$ cat src/include/msc_pkg.sv
// Constants for the spindle motor serial configuration block
package msc_pkg;
  // ============================================================
  // Serial word
  localparam int WORD_W = 24;
  localparam int B_RUN = 0;
  localparam int B_STEP = 1;
  localparam int B_BRAKE = 2;
  localparam int B_ILIM_LO = 3;
  localparam int B_ILIM_HI = 4;
  localparam int B_SPD_LO = 5;
  localparam int B_SPD_HI = 18;
  localparam int SPD_W = 14;
  localparam int SPD_SHIFT = 4;
  localparam int B_SRC = 19;
  localparam int B_POLE_LO = 20;
  localparam int B_POLE_HI = 21;
  localparam int B_MUX_HI = 22;
  localparam int B_MUX_LO = 23;
  localparam logic [23:0] WORD_RST = 24'h000000;
  // ============================================================
  // Codes
  localparam logic [1:0] POLE_8 = 2'h0;
  localparam logic [1:0] POLE_RSV = 2'h1;
  localparam logic [1:0] POLE_16 = 2'h2;
  localparam logic [1:0] POLE_12 = 2'h3;
  localparam logic [4:0] ZC_8 = 5'h08;
  localparam logic [4:0] ZC_16 = 5'h10;
  localparam logic [4:0] ZC_12 = 5'h0C;
  localparam logic [1:0] MUX_TICK = 2'h0;
  localparam logic [1:0] MUX_THERM = 2'h1;
  localparam logic [1:0] MUX_SYNC = 2'h2;
  localparam logic [1:0] MUX_ZC = 2'h3;
  // Current limit codes: bit3 is msb of code
  localparam logic [1:0] ILIM_1A2 = 2'h0;
  localparam logic [1:0] ILIM_1A = 2'h1;
  localparam logic [1:0] ILIM_600MA = 2'h2;
  localparam logic [1:0] ILIM_250MA = 2'h3;
  localparam int REF_W = 18;
  typedef enum logic [1:0] {
    ACQ_IDLE = 2'b00,
    ACQ_BOOST = 2'b01,
    ACQ_LOOP = 2'b10
  } msc_acq_t;
endpackage

$ cat src/core/msc_serial_config.sv
// Serial configuration port, braking, revolution counter and speed-acquire control
`timescale 1ns/10ps
// What this block does
// - Boost asserts at motor start and holds until programmed speed first reached.
// - First overspeed error drops boost, releases filter clamp, returns filter control.
// - During boost, bypass filter, use maximum current, clamp filter node.
// - Chip select high: serial data and clock ignored, state kept.
// - Chip select low: data sampled into 24-bit shifter on rising clock.
// - Shifter copied into active latches only on chip select rising edge.
// - Bit zero low means sleep, high means run.
// - Bit one high: step only from startup oscillator, no back-EMF commutation.
// - Bit two high commands braking, low normal running.
// - Bits three and four choose one of four current limits.
// - Bits five to eighteen: active-low speed count, weights 16 to 131072.
// - Bit nineteen picks internal revolution signal or external sector input.
// - Bits twenty, twenty-one set pole count 8, 16 or 12.
// - Bits twenty-two, twenty-three steer the status output mux.
// - Reset low clears all configuration bits, forcing sleep.
// - Braking: all high sides off, all low sides on.
// - Brake pin or serial brake bit each start braking.
// - Once braking, low sides stay on until reset.
// - Zero-cross toggle flips each crossing and feeds revolution counter.
// - Revolution tick toggles per revolution; edges start reference, mark error.
module msc_serial_config
(
  input wire logic mclk,
  input wire logic arst_n,
  input wire logic cs_n,
  input wire logic sclk,
  input wire logic sdata,
  input wire logic brake_pin,
  input wire logic zero_cross_evt,
  input wire logic sector_in,
  input wire logic motor_start,
  input wire logic err_fast,
  input wire logic therm_flag,
  input wire logic sync_flag,
  output logic run_enable_bit,
  output logic step_only_bit,
  output logic [1:0] ilim_code,
  output logic [17:0] speed_ref_count,
  output logic speed_source_select_bit,
  output logic [1:0] pole_code,
  output logic status_out,
  output logic brake_active,
  output logic [2:0] hs_on,
  output logic [2:0] ls_on,
  output logic speed_acquire_boost,
  output logic filter_clamp,
  output logic ilim_max_sel,
  output logic zero_cross_toggle,
  output logic revolution_tick
);
  // ============================================================
  // Synchronisers
  logic [2:0] cs_s_r, sclk_s_r, sd_s_r, brk_s_r, zc_s_r, sec_s_r;
  logic [2:0] cs_s_nxt, sclk_s_nxt, sd_s_nxt, brk_s_nxt, zc_s_nxt, sec_s_nxt;
  // Stage 0 is first flop, only stage 1 reads it; stage 2 used for edges
  always_comb
  begin
    cs_s_nxt = {cs_s_r[1:0], cs_n};
    sclk_s_nxt = {sclk_s_r[1:0], sclk};
    sd_s_nxt = {sd_s_r[1:0], sdata};
    brk_s_nxt = {brk_s_r[1:0], brake_pin};
    zc_s_nxt = {zc_s_r[1:0], zero_cross_evt};
    sec_s_nxt = {sec_s_r[1:0], sector_in};
  end
  always_ff @(posedge mclk or negedge arst_n)
  begin
    if (!arst_n)
    begin
      cs_s_r <= 3'h7;
      sclk_s_r <= 3'h0;
      sd_s_r <= 3'h0;
      brk_s_r <= 3'h0;
      zc_s_r <= 3'h0;
      sec_s_r <= 3'h0;
    end
    else
    begin
      cs_s_r <= cs_s_nxt;
      sclk_s_r <= sclk_s_nxt;
      sd_s_r <= sd_s_nxt;
      brk_s_r <= brk_s_nxt;
      zc_s_r <= zc_s_nxt;
      sec_s_r <= sec_s_nxt;
    end
  end
  logic cs_low, sclk_rise, cs_rise;
  assign cs_low = !cs_s_r[1];
  assign sclk_rise = sclk_s_r[1] && !sclk_s_r[2];
  assign cs_rise = cs_s_r[1] && !cs_s_r[2];

  // ============================================================
  // Shifter and active latches
  logic [23:0] shift_r, shift_nxt, word_r, word_nxt;
  logic [1:0] pole_r, pole_nxt, pole_new;
  // Lower-numbered pole bit is the code's msb, as in the other two-bit fields
  assign pole_new = {shift_r[msc_pkg::B_POLE_LO], shift_r[msc_pkg::B_POLE_HI]};
  always_comb
  begin
    shift_nxt = shift_r;
    word_nxt = word_r;
    pole_nxt = pole_r;
    // Idle frame leaves everything untouched
    if (cs_low && sclk_rise)
      shift_nxt = {shift_r[22:0], sd_s_r[1]};
    if (cs_rise)
    begin
      word_nxt = shift_r;
      if (pole_new != msc_pkg::POLE_RSV)
        pole_nxt = pole_new;
    end
  end
  always_ff @(posedge mclk or negedge arst_n)
  begin
    if (!arst_n)
    begin
      shift_r <= msc_pkg::WORD_RST;
      word_r <= msc_pkg::WORD_RST;
      pole_r <= msc_pkg::POLE_8;
    end
    else
    begin
      shift_r <= shift_nxt;
      word_r <= word_nxt;
      pole_r <= pole_nxt;
    end
  end

  // Field decode; order follows msb-first host framing
  assign run_enable_bit = word_r[msc_pkg::B_RUN];
  assign step_only_bit = word_r[msc_pkg::B_STEP];
  assign ilim_code = {word_r[msc_pkg::B_ILIM_LO], word_r[msc_pkg::B_ILIM_HI]};
  // Active low, weight of bit five is 16
  assign speed_ref_count = {~word_r[msc_pkg::B_SPD_HI:msc_pkg::B_SPD_LO], 4'h0};
  assign speed_source_select_bit = word_r[msc_pkg::B_SRC];
  assign pole_code = pole_r;

  // ============================================================
  // Braking
  logic brake_r, brake_nxt;
  always_comb
  begin
    brake_nxt = brake_r;
    if (brk_s_r[1] || word_r[msc_pkg::B_BRAKE])
      brake_nxt = 1'b1;
  end
  always_ff @(posedge mclk or negedge arst_n)
  begin
    if (!arst_n)
      brake_r <= 1'b0;
    else
      brake_r <= brake_nxt;
  end
  assign brake_active = brake_r;
  assign hs_on = brake_r ? 3'h0 : 3'h7;
  assign ls_on = brake_r ? 3'h7 : 3'h0;

  // ============================================================
  // Zero-cross toggle and revolution counter
  logic zc_tog_r, zc_tog_nxt, tick_r, tick_nxt;
  logic [4:0] zc_cnt_r, zc_cnt_nxt, zc_lim;
  logic zc_edge;
  assign zc_edge = zc_s_r[1] && !zc_s_r[2];
  always_comb
  begin
    case (pole_r)
      msc_pkg::POLE_16: zc_lim = msc_pkg::ZC_16;
      msc_pkg::POLE_12: zc_lim = msc_pkg::ZC_12;
      default: zc_lim = msc_pkg::ZC_8;
    endcase
  end
  always_comb
  begin
    zc_tog_nxt = zc_tog_r;
    zc_cnt_nxt = zc_cnt_r;
    tick_nxt = tick_r;
    if (zc_edge)
    begin
      zc_tog_nxt = !zc_tog_r;
      if (!speed_source_select_bit)
      begin
        if (zc_cnt_r + 5'h01 >= zc_lim)
        begin
          zc_cnt_nxt = 5'h00;
          tick_nxt = !tick_r;
        end
        else
          zc_cnt_nxt = zc_cnt_r + 5'h01;
      end
    end
    // Sector mode takes the external signal as the tick
    if (speed_source_select_bit)
      tick_nxt = sec_s_r[1];
  end
  always_ff @(posedge mclk or negedge arst_n)
  begin
    if (!arst_n)
    begin
      zc_tog_r <= 1'b0;
      zc_cnt_r <= 5'h00;
      tick_r <= 1'b0;
    end
    else
    begin
      zc_tog_r <= zc_tog_nxt;
      zc_cnt_r <= zc_cnt_nxt;
      tick_r <= tick_nxt;
    end
  end
  assign zero_cross_toggle = zc_tog_r;
  assign revolution_tick = tick_r;

  // ============================================================
  // Status mux
  logic stat_r, stat_nxt;
  always_comb
  begin
    case ({word_r[msc_pkg::B_MUX_HI], word_r[msc_pkg::B_MUX_LO]})
      msc_pkg::MUX_TICK: stat_nxt = tick_r;
      msc_pkg::MUX_THERM: stat_nxt = therm_flag;
      msc_pkg::MUX_SYNC: stat_nxt = sync_flag;
      msc_pkg::MUX_ZC: stat_nxt = zc_tog_r;
      default: stat_nxt = 1'b0;
    endcase
  end
  always_ff @(posedge mclk or negedge arst_n)
  begin
    if (!arst_n)
      stat_r <= 1'b0;
    else
      stat_r <= stat_nxt;
  end
  assign status_out = stat_r;

  // ============================================================
  // Speed acquire
  msc_pkg::msc_acq_t acq_r, acq_nxt;
  always_comb
  begin
    acq_nxt = acq_r;
    case (acq_r)
      msc_pkg::ACQ_IDLE: if (motor_start && run_enable_bit) acq_nxt = msc_pkg::ACQ_BOOST;
      msc_pkg::ACQ_BOOST: if (err_fast) acq_nxt = msc_pkg::ACQ_LOOP;
      msc_pkg::ACQ_LOOP: acq_nxt = msc_pkg::ACQ_LOOP;
      default: acq_nxt = msc_pkg::ACQ_IDLE;
    endcase
    // Sleep re-arms acquire for the next spin-up
    if (!run_enable_bit)
      acq_nxt = msc_pkg::ACQ_IDLE;
  end
  always_ff @(posedge mclk or negedge arst_n)
  begin
    if (!arst_n)
      acq_r <= msc_pkg::ACQ_IDLE;
    else
      acq_r <= acq_nxt;
  end
  assign speed_acquire_boost = (acq_r == msc_pkg::ACQ_BOOST);
  assign filter_clamp = speed_acquire_boost;
  assign ilim_max_sel = speed_acquire_boost;

  // ============================================================
  // Checks
  a_latch_on_cs: assert property (@(posedge mclk) disable iff (!arst_n)
    cs_rise |=> word_r == $past(shift_r))
    else $error("word not latched on chip select rise");
  a_word_hold: assert property (@(posedge mclk) disable iff (!arst_n)
    !cs_rise |=> $stable(word_r))
    else $error("word changed outside chip select rise");
  a_shift_idle: assert property (@(posedge mclk) disable iff (!arst_n)
    !cs_low |=> $stable(shift_r))
    else $error("shifter moved with chip select high");
  a_shift_in: assert property (@(posedge mclk) disable iff (!arst_n)
    (cs_low && sclk_rise) |=> shift_r[0] == $past(sd_s_r[1]))
    else $error("data bit not shifted in");
  a_brake_sticky: assert property (@(posedge mclk) disable iff (!arst_n)
    brake_r |=> brake_r && ls_on == 3'h7 && hs_on == 3'h0)
    else $error("brake released before reset");
  a_brake_src: assert property (@(posedge mclk) disable iff (!arst_n)
    (brk_s_r[1] || word_r[msc_pkg::B_BRAKE]) |=> brake_r)
    else $error("brake source ignored");
  a_boost_end: assert property (@(posedge mclk) disable iff (!arst_n)
    (speed_acquire_boost && err_fast) |=> !speed_acquire_boost)
    else $error("boost kept after overspeed");
  a_pole_valid: assert property (@(posedge mclk) disable iff (!arst_n)
    pole_r != msc_pkg::POLE_RSV)
    else $error("reserved pole code active");
endmodule // msc_serial_config

$ cat config.mk
export PLATFORM = sky130hd
export DESIGN_NAME = msc_serial_config
export DESIGN_NICKNAME = d
export VERILOG_FILES = /design/src/include/msc_pkg.sv /design/src/core/msc_serial_config.sv
export SDC_FILE = /design/constraint.sdc
export NUM_CORES = 1
export LEC_CHECK = 0
export BUFFER_PORTS_ARGS = -buffer_cell sky130_fd_sc_hd__buf_2
export CORE_ASPECT_RATIO = 0.75
export CORE_MARGIN = 8
export CORE_UTILIZATION = 55
export DETAILED_ROUTE_END_ITERATION = 12
export PLACE_DENSITY = 0.83
export SYNTH_ARGS = -nofsm -noshare
export SYNTH_HDL_FRONTEND = slang
export SYNTH_SLANG_ARGS = --single-unit
$ cat constraint.sdc
create_clock -name mclk -period 2.54 [get_ports mclk]
set_clock_uncertainty 0.05 [all_clocks]
set_input_delay 0.127 -clock mclk [delete_from_list [all_inputs] [get_ports mclk]]
set_output_delay 0.127 -clock mclk [all_outputs]
set_load 0.02 [all_outputs]
==> summary.md <==
| Metric | Value |
|---|---|
| Outcome | `finished clean` |
| Final cycle utilization of the critical path | `87.2%` |
| First-pass GRT wire length | `8.21 mm` |
| Min Tclk post-route | `2210 ps` |
| Worst-margin pin slew | `between 800 and 900 ps` |
| WHS | `69.5 ps` |
| Clk sink count | `74` |
| Initial DRC Count | `88` |
| Post-route worst setup slack | `~330 ps` |
| Antenna Cells | `0` |
| Final TNS setup | `0 ps` |
| # nets final | `301` |
| Leak | `1.68 nW` |
| Core Area | `around 5300 µm²` |
| Cell count after synthesis | `232` |
| Design area | `3490 µm²` |
| GPL Wtd Cong | `0.746` |
| Total global-route track usage | `between 10% and 20%` |
| Synth Flop Type | `dfrtp_1` |
| Worst setup EP type | `flip-flop` |
| GR Overflow Total | `0` |
| Drt pass-1 iters | `4` |
| CTS H-Tree Depth | `3` |
| Fmax | `around 450 MHz` |
| Syn_area_per_cell | `roughly 13 µm²` |
| Maximum VDD drop | `0.492 mV` |
| Worst Path Arrival | `2400 ps` |
| Pwr Density | `891 nW/µm²` |
| CTS tree | `yes` |
| Starting density of the core | `56.6%` |
| Post-place instance area | `roughly 3200 µm²` |
| Port Buf Inserts | `45` |
| Vias post-DR | `1738` |
| WL final | `4.73 mm` |
| Slew HR | `41.1%` |
| Critical path type | `flip-flop to flip-flop` |
| Nature of the critical path startpoint | `flip-flop` |
| Top Ports | `50` |
| Netlist cell types | `36` |
| Die Area | `~8100 µm²` |
| Sequential share of the synthesized area | `61.9%` |
| Layout area overhead | `16.5%` |
| Max cap viols | `0` |
| Worst min-delay path category | `primary input to flip-flop` |
| Post-synth EDFFs | `0` |
| Row count | `23` |
| DR vias/cell | `4.81` |
| Largest net degree at the start of global routing | `75` |
| CTS Buf Count | `9` |
| Post-route ant nets | `0` |
| # setup viols final | `0` |
| Post-synth ARST share | `100%` |
| Count of final max-slew check failures | `0` |
| Worst Path Required | `2720 ps` |
| Vias in the first global route | `approximately 1800` |
| Longest Clk Path Bufs | `2` |
| YS warnings | `0` |
| RSZ-0062 raised after global routing | `no` |
| Drt drc | `0` |
| Clk Latency, worst-skew pair | `340 ps` |
| Crit Path Max Fanout | `7` |
| Resize count post-CTS | `0` |
| Final hold vios | `0` |
| Share of layout cells above drive strength 1 | `35.3%` |
| #FFs+latches synth | `between 70 and 80` |
| Initial antenna violation count | `0` |
| Mapped cell area | `3000 µm²` |
| Die height | `79.9 µm` |
| Die Wd | `around 100 µm` |
| WL/cell | `13.1 µm` |
| Root buffer cell | `clkbuf_8` |
| Clock slew at reported path FFs | `80 ps` |
| Dpl ws | `366 ps` |
| DP HPWL | `3.26 mm` |
==> cells in the mapped netlist, types with 2 or more instances <==
library cell  instances  area share (%)
nor3_1                2            0.33
ha_1                  8             3.3
buf_6                 2            0.75
mux2_2               30              11
nand3_1               2            0.33
nand2b_1              3            0.63
xnor2_1               4             1.2
dfstp_2               3             2.6
buf_2                 2            0.33
nand2_1              22             2.8
inv_1                21             2.6
clkbuf_1              2            0.25
a21oi_1               3            0.50
dfrtp_1              71              59
a21o_1                2            0.50
o21ai_0              19             3.2
mux2i_1               3             1.0
buf_4                13             3.3
nor2b_1               3            0.63
==> power by group <==
group | internal, mW | total (mW) | switching (mW)
combinational | 0.302 | 0.674 | 0.372
clock | 0.490 | 0.922 | 0.432
sequential | 1.37 | 1.51 | 0.139
==> final timing paths <==
kind	cells past startpoint	slack, ps	end	startpoint
setup / recovery	8	330	zc_cnt_r[2]	zc_cnt_r[0]
hold / removal	2	70	status_out	sync_flag
setup reg to reg	8	330	zc_cnt_r[2]	zc_cnt_r[0]
hold reg to reg	0	300	zc_s_r[1]	zc_s_r[0]
max in group asynchronous	2	1460	shift_r[4]	arst_n
min in group asynchronous	2	390	brake_active	arst_n
==> per-stage QoR <==
| step | total power [mW] | util, % | cells |
|---|---|---|---|
| 2_1_floorplan | 2.03 | - | 235 |
| 3_3_place_gp | 2.17 | 60.6 | 338 |
| 3_5_place_dp | 2.21 | 60.6 | 338 |
| 4_1_cts | 3.16 | 65.9 | 361 |
| 5_1_grt | 3.31 | 65.9 | 361 |
| 6_report | 3.11 | 65.9 | 361 |
==> state kept, by name, indices dropped and copies added (netlist names), 2 cells and up <==
signal     count
word_r        22
sclk_s_r       3
cs_s_r         3
zc_s_r         3
sd_s_r         2
zc_cnt_r       5
acq_r          2
shift_r       24
pole_code      2
brk_s_r        2
sec_s_r        2
==> worst max-delay path, cell delays in order, from the launching register on <==
cell,delay (ps)
dfrtp_1,420
ha_1,240
nand3_1,100
xnor2_1,160
ha_1,300
nand2_1,60
o21ai_1,450
o21ai_0,140
a21o_1,190
==> routing by layer <==
layer	GRT usage (%)	up-vias	wire length, µm
li1	-	845	-
met1	15.1	852	2210
met2	20.5	39	2160
met3	7.23	2	335
met4	4.00	0	25
met5	0	-	0
==> area by class of cell <==
cell class	count	area [µm²]
sequential	74	1860
clock buffer	10	138
multi-input combinational	120	930
clock inverter	6	72.6
inverter	21	78.8
tap	75	93.8
fill	418	1810
timing repair buffer	55	320
==> placed cells by master (no fill, tap or decap), types with 2 or more instances in the layout <==
master,n
o21ai_0,19
dlygate4sd3_1,7
dfrtp_1,71
clkinv_4,2
nand2b_1,3
conb_1,4
inv_6,2
xnor2_1,4
nand3_1,2
nor3_1,2
nand2_1,22
ha_1,8
nor2b_1,3
buf_4,4
mux2i_1,3
a21oi_1,3
a21o_1,2
buf_2,44
inv_1,21
dfstp_2,3
mux2_2,30
clkbuf_8,10
==> kinds of logic after synthesis <==
logic type	Yosys count	share of synthesized area, %
compound gates	29	5.35
xor+xnor	4	1.17
fa+ha+maj	8	3.34
buf+inv	41	7.39
flops	74	61.9
mux	35	13.4
other cells	1	0.125
simple gates	40	7.27
==> what timing repair did <==
| action | in CTS | in global routing |
|---|---|---|
| hold buffers | 7 | 0 |
| endpoints found under the hold margin | 77 | 0 |
| buffers inserted | 0 | 0 |
Power figures use the tool's default switching activity.
